**src/core/ivf_pkg.sv**
```systemverilog
// Package of constants for the input-voltage fault response block.
// Assumes a 40 MHz system clock and the command-code register port of the top module.
package ivf_pkg;

	// ------------------------------------------------------------------
	// Register command codes
	// ------------------------------------------------------------------
	localparam logic [7:0]  ADDR_OV_WARN     = 8'h57;
	localparam logic [7:0]  ADDR_UV_WARN     = 8'h58;
	localparam logic [7:0]  ADDR_UV_FAULT    = 8'h59;
	localparam logic [7:0]  ADDR_UV_ACTION   = 8'h5A;
	localparam logic [7:0]  ADDR_STATUS      = 8'h7C;
	localparam logic [7:0]  ADDR_TIME_UNIT   = 8'hD2;

	// ------------------------------------------------------------------
	// Field positions
	// ------------------------------------------------------------------
	localparam int          RESP_HI          = 7;
	localparam int          RESP_LO          = 6;
	localparam int          RETRY_HI         = 5;
	localparam int          RETRY_LO         = 3;
	localparam int          DELAY_HI         = 2;
	localparam int          DELAY_LO         = 0;
	localparam int          ST_UV_FAULT_BIT  = 0;
	localparam int          ST_UV_WARN_BIT   = 1;
	localparam int          ST_OV_WARN_BIT   = 2;

	// ------------------------------------------------------------------
	// Field encodings
	// ------------------------------------------------------------------
	localparam logic [1:0]  RESP_IGNORE      = 2'h0;
	localparam logic [1:0]  RESP_RIDE        = 2'h1;
	localparam logic [1:0]  RESP_DISABLE     = 2'h2;
	localparam logic [1:0]  RESP_LATCH       = 2'h3;
	localparam logic [2:0]  RETRY_NONE       = 3'h0;
	localparam logic [2:0]  RETRY_FOREVER    = 3'h7;

	// ------------------------------------------------------------------
	// Reset values
	// ------------------------------------------------------------------
	localparam logic [15:0] RST_THRESHOLD    = 16'h0000;
	localparam logic [7:0]  RST_ACTION       = 8'h00;
	localparam logic [15:0] RST_TIME_UNIT    = 16'h0001;

	// ------------------------------------------------------------------
	// Timing: one time unit step is one microsecond
	// ------------------------------------------------------------------
	localparam int          CLK_HZ           = 40000000;
	localparam int          STEP_NS          = 1000;
	localparam int          STEP_CYCLES      = STEP_NS / (1000000000 / CLK_HZ);
	localparam logic [5:0]  STEP_LAST        = 6'(STEP_CYCLES - 1);

	// ------------------------------------------------------------------
	// Fault handling states
	// ------------------------------------------------------------------
	typedef enum logic [3:0] {
		ST_RUN   = 4'b0001,
		ST_RIDE  = 4'b0010,
		ST_WAIT  = 4'b0100,
		ST_LATCH = 4'b1000
	} ivf_state_e;

endpackage

```
**src/core/ivf_top.sv**
```systemverilog
// Input-voltage supervision: thresholds, warnings and under-voltage fault response.
// Assumes one 40 MHz clock, synchronous inputs and a host that writes by command code.
// Behaviour
// - Read/write 16-bit input over-voltage warning threshold, linear format volts.
// - Read/write 16-bit input under-voltage warning threshold, linear format volts.
// - Read/write 16-bit input under-voltage fault threshold, linear format volts.
// - Response code zero ignores the under-voltage fault and keeps running.
// - Code one rides through the delay, then follows retry field if fault persists.
// - Code two disables output at once, then follows the retry field.
// - Code three stays off until status clear, clear-faults, reset or off-on.
// - Retry field zero never restarts; output stays off until cleared.
// - Retry field one to six tries that many restarts, then latches off.
// - Retry field seven retries forever until commanded off; another fault is not checked while waiting.
// - Restart attempts are spaced start to start by two to the delay field time units.
// - Delay field n means two to the n time units, 1 to 128.
// - The time unit length comes from the separate time-unit register.
`timescale 1ns/10ps
module ivf_top (
	// Clock and reset
	input  wire logic        clk_sys_i,
	input  wire logic        reset_n_i,
	// Register command port
	input  wire logic        wr_en_i,
	input  wire logic        rd_en_i,
	input  wire logic [7:0]  cmd_code_i,
	input  wire logic [15:0] wr_data_i,
	output logic      [15:0] rd_data_o,
	output logic             rd_valid_o,
	// Converter control and measurement
	input  wire logic        clear_faults_i,
	input  wire logic        on_cmd_i,
	input  wire logic        other_fault_i,
	input  wire logic [15:0] vin_meas_i,
	// Status outputs
	output logic             out_enable_o,
	output logic             uv_fault_o,
	output logic             uv_warn_o,
	output logic             ov_warn_o
);

	// ------------------------------------------------------------------
	// Linear format to fixed point
	// ------------------------------------------------------------------
	function automatic logic signed [47:0] lin_to_fix(input logic [15:0] w);
		logic [5:0] sh;
		sh = 6'($signed({w[15], w[15:11]}) + 6'sd16);
		return $signed({{37{w[10]}}, w[10:0]}) <<< sh;
	endfunction

	logic signed [47:0] vin_fix;
	logic               uv_fault_now;
	logic               uv_warn_now;
	logic               ov_warn_now;

	// ------------------------------------------------------------------
	// Registers
	// ------------------------------------------------------------------
	logic [15:0] ov_warn_thr_reg,   ov_warn_thr_next;
	logic [15:0] uv_warn_thr_reg,   uv_warn_thr_next;
	logic [15:0] uv_fault_thr_reg,  uv_fault_thr_next;
	logic [7:0]  uv_action_reg,     uv_action_next;
	logic [15:0] time_unit_reg,     time_unit_next;
	logic [2:0]  status_reg,        status_next;
	logic [15:0] rd_data_reg,       rd_data_next;
	logic        rd_valid_reg,      rd_valid_next;
	logic        status_clr_fault;

	always_comb begin
		vin_fix      = lin_to_fix(vin_meas_i);
		uv_fault_now = vin_fix < lin_to_fix(uv_fault_thr_reg);
		uv_warn_now  = vin_fix < lin_to_fix(uv_warn_thr_reg);
		ov_warn_now  = vin_fix > lin_to_fix(ov_warn_thr_reg);
	end

	always_comb begin
		ov_warn_thr_next  = ov_warn_thr_reg;
		uv_warn_thr_next  = uv_warn_thr_reg;
		uv_fault_thr_next = uv_fault_thr_reg;
		uv_action_next    = uv_action_reg;
		time_unit_next    = time_unit_reg;
		status_clr_fault  = 1'b0;
		status_next       = status_reg;
		if (wr_en_i) begin
			case (cmd_code_i)
				ivf_pkg::ADDR_OV_WARN:   ov_warn_thr_next  = wr_data_i;
				ivf_pkg::ADDR_UV_WARN:   uv_warn_thr_next  = wr_data_i;
				ivf_pkg::ADDR_UV_FAULT:  uv_fault_thr_next = wr_data_i;
				ivf_pkg::ADDR_UV_ACTION: uv_action_next    = wr_data_i[7:0];
				ivf_pkg::ADDR_TIME_UNIT: time_unit_next    = wr_data_i;
				ivf_pkg::ADDR_STATUS: begin
					status_next      = status_reg & ~wr_data_i[2:0];
					status_clr_fault = wr_data_i[ivf_pkg::ST_UV_FAULT_BIT];
				end
				default: ;
			endcase
		end
		if (clear_faults_i) begin
			status_next = 3'h0;
		end
		// Events arriving with a clear still set their flag.
		if (uv_fault_now) status_next[ivf_pkg::ST_UV_FAULT_BIT] = 1'b1;
		if (uv_warn_now)  status_next[ivf_pkg::ST_UV_WARN_BIT]  = 1'b1;
		if (ov_warn_now)  status_next[ivf_pkg::ST_OV_WARN_BIT]  = 1'b1;
		rd_valid_next = rd_en_i;
		rd_data_next  = 16'h0000;
		if (rd_en_i) begin
			case (cmd_code_i)
				ivf_pkg::ADDR_OV_WARN:   rd_data_next = ov_warn_thr_reg;
				ivf_pkg::ADDR_UV_WARN:   rd_data_next = uv_warn_thr_reg;
				ivf_pkg::ADDR_UV_FAULT:  rd_data_next = uv_fault_thr_reg;
				ivf_pkg::ADDR_UV_ACTION: rd_data_next = {8'h00, uv_action_reg};
				ivf_pkg::ADDR_TIME_UNIT: rd_data_next = time_unit_reg;
				ivf_pkg::ADDR_STATUS:    rd_data_next = {13'h0000, status_reg};
				default:                 rd_data_next = 16'h0000;
			endcase
		end
	end

	always_ff @(posedge clk_sys_i) begin
		if (!reset_n_i) begin
			ov_warn_thr_reg  <= ivf_pkg::RST_THRESHOLD;
			uv_warn_thr_reg  <= ivf_pkg::RST_THRESHOLD;
			uv_fault_thr_reg <= ivf_pkg::RST_THRESHOLD;
			uv_action_reg    <= ivf_pkg::RST_ACTION;
			time_unit_reg    <= ivf_pkg::RST_TIME_UNIT;
			status_reg       <= 3'h0;
			rd_data_reg      <= 16'h0000;
			rd_valid_reg     <= 1'b0;
		end else begin
			ov_warn_thr_reg  <= ov_warn_thr_next;
			uv_warn_thr_reg  <= uv_warn_thr_next;
			uv_fault_thr_reg <= uv_fault_thr_next;
			uv_action_reg    <= uv_action_next;
			time_unit_reg    <= time_unit_next;
			status_reg       <= status_next;
			rd_data_reg      <= rd_data_next;
			rd_valid_reg     <= rd_valid_next;
		end
	end

	// ------------------------------------------------------------------
	// Fault response sequencer
	// ------------------------------------------------------------------
	logic [1:0]  resp;
	logic [2:0]  retry;
	logic [22:0] span;
	logic        tick;
	logic        expired;
	logic        release_req;
	logic [31:0] dwell_reg,     dwell_next;
	logic [5:0]  step_reg,      step_next;
	logic [22:0] ticks_reg,     ticks_next;
	logic [2:0]  tries_reg,     tries_next;
	ivf_pkg::ivf_state_e state_reg, state_next;

	always_comb begin
		resp        = uv_action_reg[ivf_pkg::RESP_HI:ivf_pkg::RESP_LO];
		retry       = uv_action_reg[ivf_pkg::RETRY_HI:ivf_pkg::RETRY_LO];
		span = 23'(time_unit_reg) << uv_action_reg[ivf_pkg::DELAY_HI:ivf_pkg::DELAY_LO];
		tick        = (step_reg == ivf_pkg::STEP_LAST);
		expired     = tick && (ticks_reg + 23'h000001 >= span);
		release_req = clear_faults_i || status_clr_fault;
		step_next   = tick ? 6'h00 : step_reg + 6'h01;
		ticks_next  = tick ? ticks_reg + 23'h000001 : ticks_reg;
		tries_next  = tries_reg;
		state_next  = state_reg;
		case (state_reg)
			ivf_pkg::ST_RUN: begin
				step_next  = 6'h00;
				ticks_next = 23'h000000;
				tries_next = 3'h0;
				if (on_cmd_i && other_fault_i) begin
					state_next = ivf_pkg::ST_LATCH;
				end else if (on_cmd_i && uv_fault_now) begin
					case (resp)
						ivf_pkg::RESP_IGNORE:  state_next = ivf_pkg::ST_RUN;
						ivf_pkg::RESP_RIDE:    state_next = ivf_pkg::ST_RIDE;
						ivf_pkg::RESP_DISABLE: state_next = (retry == ivf_pkg::RETRY_NONE) ?
							ivf_pkg::ST_LATCH : ivf_pkg::ST_WAIT;
						default:               state_next = ivf_pkg::ST_LATCH;
					endcase
				end
			end
			ivf_pkg::ST_RIDE: begin
				if (!uv_fault_now) begin
					state_next = ivf_pkg::ST_RUN;
				end else if (expired) begin
					ticks_next = 23'h000000;
					state_next = (retry == ivf_pkg::RETRY_NONE) ?
						ivf_pkg::ST_LATCH : ivf_pkg::ST_WAIT;
				end
			end
			ivf_pkg::ST_WAIT: begin
				if (expired) begin
					ticks_next = 23'h000000;
					if (retry != ivf_pkg::RETRY_FOREVER && tries_reg >= retry) begin
						state_next = ivf_pkg::ST_LATCH;
					end else if (!uv_fault_now) begin
						state_next = ivf_pkg::ST_RUN;
					end else if (retry != ivf_pkg::RETRY_FOREVER) begin
						tries_next = tries_reg + 3'h1;
					end
				end
			end
			ivf_pkg::ST_LATCH: begin
				ticks_next = 23'h000000;
				if (release_req) begin
					state_next = ivf_pkg::ST_RUN;
				end
			end
			default: state_next = ivf_pkg::ST_RUN;
		endcase
		// Commanding off stops retries and ends any latch.
		if (!on_cmd_i) begin
			state_next = ivf_pkg::ST_RUN;
		end
		dwell_next = (state_next == state_reg) ? dwell_reg + 32'h00000001 : 32'h00000000;
	end

	always_ff @(posedge clk_sys_i) begin
		if (!reset_n_i) begin
			state_reg    <= ivf_pkg::ST_RUN;
			step_reg     <= 6'h00;
			ticks_reg    <= 23'h000000;
			tries_reg    <= 3'h0;
			dwell_reg    <= 32'h00000000;
		end else begin
			state_reg    <= state_next;
			step_reg     <= step_next;
			ticks_reg    <= ticks_next;
			tries_reg    <= tries_next;
			dwell_reg    <= dwell_next;
		end
	end

	assign rd_data_o    = rd_data_reg;
	assign rd_valid_o   = rd_valid_reg;
	assign out_enable_o = on_cmd_i && (state_reg == ivf_pkg::ST_RUN || state_reg == ivf_pkg::ST_RIDE);
	assign uv_fault_o   = status_reg[ivf_pkg::ST_UV_FAULT_BIT];
	assign uv_warn_o    = status_reg[ivf_pkg::ST_UV_WARN_BIT];
	assign ov_warn_o    = status_reg[ivf_pkg::ST_OV_WARN_BIT];
endmodule

```
**config.mk**
```make
export PLATFORM = sky130hd
export DESIGN_NAME = ivf_top
export DESIGN_NICKNAME = d
export VERILOG_FILES = /design/src/core/ivf_pkg.sv /design/src/core/ivf_top.sv
export SDC_FILE = /design/constraint.sdc
export NUM_CORES = 1
export LEC_CHECK = 0
export BUFFER_PORTS_ARGS = -buffer_cell sky130_fd_sc_hd__buf_2
export CORE_MARGIN = 4
export CORE_UTILIZATION = 37
export DETAILED_ROUTE_END_ITERATION = 8
export MAX_ROUTING_LAYER = met4
export PLACE_DENSITY_LB_ADDON = 0.3
export RECOVER_POWER = 100
export SLEW_MARGIN = 25
export SYNTH_ARGS = -nofsm -noshare
export SYNTH_HDL_FRONTEND = slang
export SYNTH_SLANG_ARGS = --single-unit
```
**constraint.sdc**
```tcl
create_clock -name clk_sys_i -period 4.8 [get_ports clk_sys_i]
set_clock_uncertainty 0.05 [all_clocks]
set_input_delay 0.24 -clock clk_sys_i [delete_from_list [all_inputs] [get_ports clk_sys_i]]
set_output_delay 0.24 -clock clk_sys_i [all_outputs]
set_load 0.1 [all_outputs]
```
==> results of run 1 <==
==> synth_stat cells, types with 6 or more instances <==
cell                       instances
sky130_fd_sc_hd__nor2b_1          23
sky130_fd_sc_hd__mux4_2            6
sky130_fd_sc_hd__o21ai_0         100
sky130_fd_sc_hd__nand3_1          42
sky130_fd_sc_hd__clkbuf_1        108
sky130_fd_sc_hd__buf_1             7
sky130_fd_sc_hd__a22oi_1          37
sky130_fd_sc_hd__nor3_1           50
sky130_fd_sc_hd__nand4_1          32
sky130_fd_sc_hd__a21o_1           44
sky130_fd_sc_hd__a21oi_1         181
sky130_fd_sc_hd__nand2_1         302
sky130_fd_sc_hd__o211ai_1         13
sky130_fd_sc_hd__or3_1             8
sky130_fd_sc_hd__mux2_2           26
sky130_fd_sc_hd__dfxtp_1         128
sky130_fd_sc_hd__nand3b_1          6
sky130_fd_sc_hd__nor2_1          107
sky130_fd_sc_hd__a222oi_1         11
sky130_fd_sc_hd__and2_1           16
sky130_fd_sc_hd__a211oi_1         17
sky130_fd_sc_hd__xor2_1           33
sky130_fd_sc_hd__o21a_1           14
sky130_fd_sc_hd__o22ai_1          14
sky130_fd_sc_hd__a31oi_1           9
sky130_fd_sc_hd__and3_1           13
sky130_fd_sc_hd__inv_1            20
sky130_fd_sc_hd__mux2i_1         129
sky130_fd_sc_hd__o31a_1            6
sky130_fd_sc_hd__xnor2_1          14
sky130_fd_sc_hd__ha_1            153
sky130_fd_sc_hd__nand2b_1         20
==> area by class of cell <==
class                   count  area, µm²  area share (%)
multi-input cells        1496      10050           69.25
flip-flops and latches    128       2564           17.66
repair buffers            110      620.6           4.276
well taps                 455      569.3           3.922
clock buffers              19      442.9           3.052
clock inverters            13      162.7           1.121
inverters                  27      101.3          0.6983
diodes                      1      2.502         0.01724
==> worst max-delay path, delay by kind of cell (launching register included) <==
kind	cells	cell delay (ns)
fa+ha+maj	1	0.31
simple gates	2	0.22
mux	3	0.41
compound gates	9	2.34
buf+inv	2	0.40
flops	1	0.64
==> stage by stage <==
step / setup WS, ns / hold WS (ns) / instance area [µm²] / cells / total power [mW]
after global routing: 0.01596 / 0.04753 / 14510 / 2248 / 3.079
after CTS: 0.2385 / 0.03997 / 14570 / 2248 / 2.968
final: 0.2553 / 0.04780 / 14510 / 2249 / 2.966
after detailed placement: 0.1557 / 0.4107 / 13970 / 2216 / 1.631
after global placement: 0.3160 / 0.3975 / 13970 / 2216 / 1.620
after floorplan: 0.4787 / 0.2876 / 13160 / 1768 / 1.457
==> layout by cell type (no fill, tap or decap), drive strengths merged, types with 23 or more instances in the layout <==
cell      n
nand2   302
a21oi   181
ha      153
mux2i   129
dfxtp   128
nor2    107
o21ai   100
buf      81
nor3     50
clkbuf   48
a21o     44
nand3    42
a22oi    37
xor2     33
nand4    32
mux2     26
nor2b    23
inv      23
==> layer usage <==
layer / GRT usage, % / vias to the layer above / part of all wire [%]
li1: - / 6498 / -
met1: 32.01 / 6328 / 45
met2: 35.10 / 582 / 45
met3: 3.162 / 80 / 8.0
met4: 5.804 / 0 / 2.4
met5: - / - / 0
==> power by group <==
group | internal, mW | total [mW] | switching, mW | leakage, nW
logic | 0.202 | 0.548 | 0.347 | 4.06
clock network | 0.831 | 1.34 | 0.513 | 0.301
registers | 1.07 | 1.07 | 0.00597 | 1.03
total | 2.10 | 2.97 | 0.866 | 5.40
==> how the worst max path moves through the flow <==
| stage | slack [ns] | cells after the start | start | endpoint |
|---|---|---|---|---|
| floorplan | 0.48 | 20 | vin_meas_i[11] | ticks_reg[2] |
| global placement | 0.32 | 20 | vin_meas_i[11] | ticks_reg[10] |
| detailed placement | 0.16 | 20 | vin_meas_i[11] | ticks_reg[10] |
| CTS | 0.24 | 18 | ticks_reg[0] | tries_reg[0] |
| global route | 0.02 | 16 | ov_warn_thr_reg[12] | status_reg[2] |
| finish | 0.26 | 17 | uv_fault_thr_reg[11] | ticks_reg[20] |
==> cell families after synthesis <==
kind of cell	share of synthesized area (%)
flip-flops	19.47
buffers and inverters	4.220
adder cells (fa/ha/maj)	14.54
multiplexers	13.06
XOR/XNOR	3.127
AO/OA/AOI/OAI	23.05
AND/OR/NAND/NOR	22.54
==> repair_timing <==
action	in CTS	in global routing
endpoints found under the setup margin	0	6
hold buffers	0	0
resized for setup	0	3
==> impl_results.rst, run 1 <==
.. list-table::
   :header-rows: 1

   * - Metric
     - Value
   * - Status
     - finished, final reports clean
   * - Number of antenna violations at the first check in global routing
     - 1
   * - Worst Max-Slew Pin Slew
     - roughly 1.2 ns
   * - Cell count after synthesis
     - 1768
   * - Reg-to-Reg End
     - ticks_reg[20]
   * - Maximum level of the CTS H-tree
     - 4
   * - Syn_nets
     - 1968
   * - Global-route wire length before repair
     - 69.01 mm
   * - # IOs
     - 68
   * - Register clock-pin slew on the reported worst setup and hold paths
     - 0.06 ns
   * - Number of nets in the layout
     - between 1500 and 2000
   * - Area of the die
     - 38660 µm²
   * - Cell taking the most area after synthesis
     - sky130_fd_sc_hd__dfxtp_1
   * - CORE AREA
     - 34800 µm²
   * - Sinks on the clock net
     - 128
   * - Horizontal die dimension
     - roughly 200 µm
   * - Fraction of final layout cells sized beyond drive strength 1
     - 9.091%
   * - Starting DRC count in detailed routing
     - 1369
   * - Synthesis-stage register bit count
     - about 130
   * - Library cell contributing the largest single delay on the critical path
     - sky130_fd_sc_hd__dfxtp_1
   * - Final HPWL from detailed placement
     - 35.66 mm
   * - Count of buffers from port buffering
     - 67
   * - Cell Area, Synth
     - about 13000 µm²
   * - Maximum net fanout on the critical path
     - 23
   * - Required time at the endpoint of the critical path
     - between 5 and 6 ns
   * - Slack of the worst reg-to-reg path
     - ~0.26 ns
   * - Number of post-CTS setup repair buffers
     - 0
   * - Final setup violating endpoints
     - 0
   * - Setup repair after global routing missed its margin
     - false
   * - Most common flop cell mapped by yosys
     - sky130_fd_sc_hd__dfxtp_1
   * - Maximum vdd drop
     - 0.2628 mV
   * - Sum Neg Setup Slack
     - 0 ns
   * - Sequence of cells on the critical path
     - mux2i_1, a21oi_1, mux2i_1, a21oi_1, mux2i_1, ha_1, a2111oi_0, o21ai_0, a211oi_1, nand3b_1, a211oi_2, buf_4, o21ba_1, a21oi_1, o41ai_4, buf_12, nor3_1
   * - Crit path DAT
     - 4.76 ns
   * - Final Util
     - 41.71%
   * - Post-synth cell types
     - 68
   * - Sort of element at the start of the critical path
     - flip-flop
   * - Power density of the placed cells
     - slightly above 200 nW/µm²
   * - Logic depth of the worst register-to-register path
     - 17
   * - CTS max path bufs
     - 2
   * - Max reg flops
     - 23
   * - Die outline height
     - around 200 µm
   * - Routed wirelength normalized by instance count
     - between 20 and 25 µm
   * - Depth of the worst hold-timing path
     - 2
   * - Fraction of synthesis flops using an asynchronous set or reset pin
     - 0%
   * - Clock root cell
     - sky130_fd_sc_hd__clkbuf_16
   * - Vias per inst
     - 5.997
   * - Worst min-delay path class
     - in -> reg
   * - Share of the yosys chip area belonging to registers
     - 19.47%
   * - Final Hold Vio Count
     - 0
   * - Area added between synthesis and finish
     - 10.26%
   * - Remaining design rule violation count
     - 0
   * - Std cell rows
     - 68
   * - Post-synth top area share
     - between 15 and 20%
   * - Start point of the worst hold path
     - on_cmd_i
   * - Routed via count
     - 13490
   * - Synthesized area divided by synthesized cell count
     - 7.446 µm²
   * - TritonCTS clock tree
     - yes
   * - Number of global-route vias before repair
     - 12220
   * - Slowest cell delay on critical path
     - 0.64 ns
   * - DRT Pass-1 Iters
     - 8
   * - Leakage power
     - 5.398 nW
   * - Routed Wire Length
     - ~45 mm
   * - Source-to-sink clock delay at the later pin of the worst-skew pair
     - approximately 0.43 ns
   * - Number of enable-type register cells in the synthesized netlist
     - 0
   * - Antenna Nets Post-Route
     - 0
   * - Minimum period implied by the final worst setup slack
     - ~4.5 ns
   * - Routability Congestion
     - 0.9987
   * - Terminating pin of the worst hold path
     - state_reg[0]
   * - Count of warnings emitted by yosys
     - 0
   * - Maximum operating frequency
     - between 200 and 250 MHz
   * - Pin count of the biggest net entering global routing
     - 77
   * - Tightest slew margin relative to the limit
     - between 15 and 20%
   * - Startpoint of the worst register-to-register path
     - uv_fault_thr_reg[11]
   * - Total count of max-transition violations in the final report
     - 0
   * - Top post-synthesis cells by area
     - sky130_fd_sc_hd__dfxtp_1 19%, sky130_fd_sc_hd__ha_1 15%, sky130_fd_sc_hd__mux2i_1 9.8%, sky130_fd_sc_hd__nand2_1 8.6%, sky130_fd_sc_hd__a21oi_1 6.9%
   * - Crit path capture type
     - flip-flop
   * - Aggregate global routing overflow
     - 0
   * - Initial cell density of the core
     - 37.83%
   * - Filler Cells Inserted
     - about 3500
   * - Number of buffers created by CTS
     - 17
   * - Final critical-path share of the clock period
     - between 90% and 100%
   * - Overall routing resource usage
     - 22.91%
   * - Max-cap violations
     - 0
   * - Type of the worst setup path
     - reg -> reg
Power figures use the tool's default switching activity.
==> run 2: changes to the inputs <==
PLACE_DENSITY_LB_ADDON = default   (was 0.3)
==> run 2 against run 1 <==
  * Critical endpoint is now status_reg[1]
  * Largest power group unchanged
  * Combinational power hardly changed
  * Global-route usage is 0.24 points higher
  * Sequential power hardly changed
  * Clock power hardly changed
  * Total power is 0.84% lower
  * Register-to-register slack better by 0.12 ns
  * Critical path depth stayed put
  * Core utilization is 0.13 points higher
  * First-iteration DRC count is 3.9% lower
==> impl_results.rst, run 2 (synthesis results as in run 1) <==
.. list-table::
   :header-rows: 1

   * - Metric
     - Value
   * - CTS max path bufs
     - 2
   * - Power share of the sequential group
     - 36.5%
   * - Overall routing resource usage
     - 23.15%
   * - Area added between synthesis and finish
     - 10.61%
   * - Number of buffers created by CTS
     - 17
   * - Antenna Nets Post-Route
     - 0
   * - Fraction of final layout cells sized beyond drive strength 1
     - between 9 and 10%
   * - Routability Congestion
     - ~1
   * - Pre-CTS worst setup slack
     - ~0.15 ns
   * - Hold Buf Count CTS
     - 0
   * - Sinks on the clock net
     - 128
   * - Most common library cell in the layout ignoring fill and taps
     - sky130_fd_sc_hd__nand2_1
   * - Number of antenna violations at the first check in global routing
     - 1
   * - Max reg flops
     - 23
   * - Switching power
     - 0.8843 mW
   * - Final Util
     - a little over two fifths
   * - Maximum vdd drop
     - 0.2467 mV
   * - Final setup violating endpoints
     - 0
   * - Die outline height
     - a little under 200 µm
   * - Status
     - finished, final reports clean
   * - Hold Slack
     - 0.03798 ns
   * - Total count of max-transition violations in the final report
     - 0
   * - Remaining design rule violation count
     - 0
   * - Number of post-CTS setup repair buffers
     - 0
   * - Final Hold Vio Count
     - 0
   * - Crit path capture type
     - flip-flop
   * - Starting DRC count in detailed routing
     - 1316
   * - Initial cell density of the core
     - 37.83%
   * - Required time at the endpoint of the critical path
     - 5.10 ns
   * - Source-to-sink clock delay at the later pin of the worst-skew pair
     - ~0.43 ns
   * - Register clock-pin slew on the reported worst setup and hold paths
     - 0.06 ns
   * - Type of the worst setup path
     - reg -> reg
   * - Routed Wire Length
     - around 45 mm
   * - Number of nets in the layout
     - 1988
   * - Vias per inst
     - roughly 5.9
   * - Number of global-route vias before repair
     - 12390
   * - Sort of element at the start of the critical path
     - flip-flop
   * - Max-cap violations
     - 0
   * - Diodes inserted
     - 0
   * - Horizontal die dimension
     - 196.6 µm
   * - Maximum operating frequency
     - 225.8 MHz
   * - Routed wirelength normalized by instance count
     - 19.98 µm
   * - Setup WS post-layout
     - 0.3722 ns
   * - Aggregate global routing overflow
     - 0
   * - Count of buffers from port buffering
     - 67
   * - Filler-free cell count of the finished design
     - 2256
   * - Final critical-path share of the clock period
     - 92.25%
   * - Leakage power
     - 5.419 nW
   * - Number of gates resized after cts
     - 0
   * - Most frequent cells in the layout
     - 302 x sky130_fd_sc_hd__nand2_1, 181 x sky130_fd_sc_hd__a21oi_1, 153 x sky130_fd_sc_hd__ha_1
   * - Placed Instances
     - 2224
   * - Sum Neg Setup Slack
     - 0 ns
   * - # IOs
     - between 60 and 70
   * - Worst min-delay path class
     - in -> reg
   * - Power density of the placed cells
     - 202.0 nW/µm²
   * - Maximum level of the CTS H-tree
     - 4
   * - Maximum net fanout on the critical path
     - 19
   * - Final HPWL from detailed placement
     - 35.85 mm
   * - Routed via count
     - 13390
   * - Power share of the combinational group
     - 18.7%
   * - TritonCTS clock tree
     - yes
   * - Setup repair after global routing missed its margin
     - false
   * - Area of the die
     - 38660 µm²
   * - Pin count of the biggest net entering global routing
     - 78
   * - Crit path DAT
     - around 4.7 ns
   * - DRT Pass-1 Iters
     - 6
   * - Global-route wire length before repair
     - 69.47 mm
   * - Worst Max-Slew Pin Slew
     - 1.267 ns
   * - Cell Int Power
     - 2.056 mW
   * - Tightest slew margin relative to the limit
     - between 10% and 20%
   * - Std cell rows
     - between 60 and 70
   * - Minimum period implied by the final worst setup slack
     - 4.428 ns
   * - CORE AREA
     - around 35000 µm²
   * - Switching share of power
     - 30.07%
   * - Clock network power share
     - 44.8%
   * - Clock root cell
     - sky130_fd_sc_hd__clkbuf_16
## run 2: changes by cell type in the layout (fill, tap and decap cells not counted), moves of 2 or more
cell,change
sky130_fd_sc_hd__clkinv_2,-2
sky130_fd_sc_hd__inv_6,+3
sky130_fd_sc_hd__clkinvlp_4,+3
sky130_fd_sc_hd__clkinv_4,-2
sky130_fd_sc_hd__buf_4,+8
## run 2: power by group through the flow
stage | clock network, mW | registers [mW] | logic [mW]
finish | 1.32 | 1.07 | 0.549
global route | 1.37 | 1.07 | 0.609
CTS | 1.33 | 1.07 | 0.542
detailed placement | 0 | 1.10 | 0.539
global placement | 0 | 1.10 | 0.533
floorplan | 0 | 1.11 | 0.342
## run 2: cell type report
class / count / area, µm²
clock buffers: 18 / 439.2
clock inverters: 14 / 153.9
fillers: 3509 / 20240
inverters: 27 / 101.3
multi-input cells: 1496 / 10050
flip-flops and latches: 128 / 2565
well taps: 455 / 569.3
repair buffers: 118 / 680.7
## run 2: per-stage QoR
stage	power, mW	instance area [µm²]
after floorplan	1.457	13160
after global placement	1.630	14030
after detailed placement	1.635	14030
after CTS	2.950	14620
after global routing	3.055	14560
final	2.941	14560
## run 2: layer usage
metal,vias up,wire length (µm),global-route usage [%]
met3,82,3144,3.350
met4,0,1192,6.317
met1,6302,20420,31.91
li1,6505,-,-
met2,496,20320,35.65
met5,-,0,-
## run 2: worst max-delay path: stages, from the launching register on
cell and delay (ns):
sky130_fd_sc_hd__dfxtp_1 0.35, sky130_fd_sc_hd__clkbuf_2 0.42, sky130_fd_sc_hd__mux2i_1 0.28, sky130_fd_sc_hd__nand2_1 0.07, sky130_fd_sc_hd__o21ai_0 0.26, sky130_fd_sc_hd__o21ai_0 0.26
sky130_fd_sc_hd__o21ba_2 0.26, sky130_fd_sc_hd__mux2i_1 0.28, sky130_fd_sc_hd__ha_1 0.32, sky130_fd_sc_hd__a21o_1 0.18, sky130_fd_sc_hd__a21o_1 0.17, sky130_fd_sc_hd__a21o_1 0.20
sky130_fd_sc_hd__a21oi_1 0.18, sky130_fd_sc_hd__o21ai_0 0.11, sky130_fd_sc_hd__a21oi_1 0.15, sky130_fd_sc_hd__o21ai_0 0.16, sky130_fd_sc_hd__nor4_1 0.43, sky130_fd_sc_hd__a21o_1 0.24
## run 2: final timing paths
path | startpoint | endpoint | slack (ns) | cells after the start
max | uv_warn_thr_reg[12] | status_reg[1] | 0.37 | 17
min | on_cmd_i | state_reg[0] | 0.04 | 2
max reg2reg | uv_warn_thr_reg[12] | status_reg[1] | 0.37 | 17
min reg2reg | step_reg[0] | step_reg[0] | 0.41 | 1
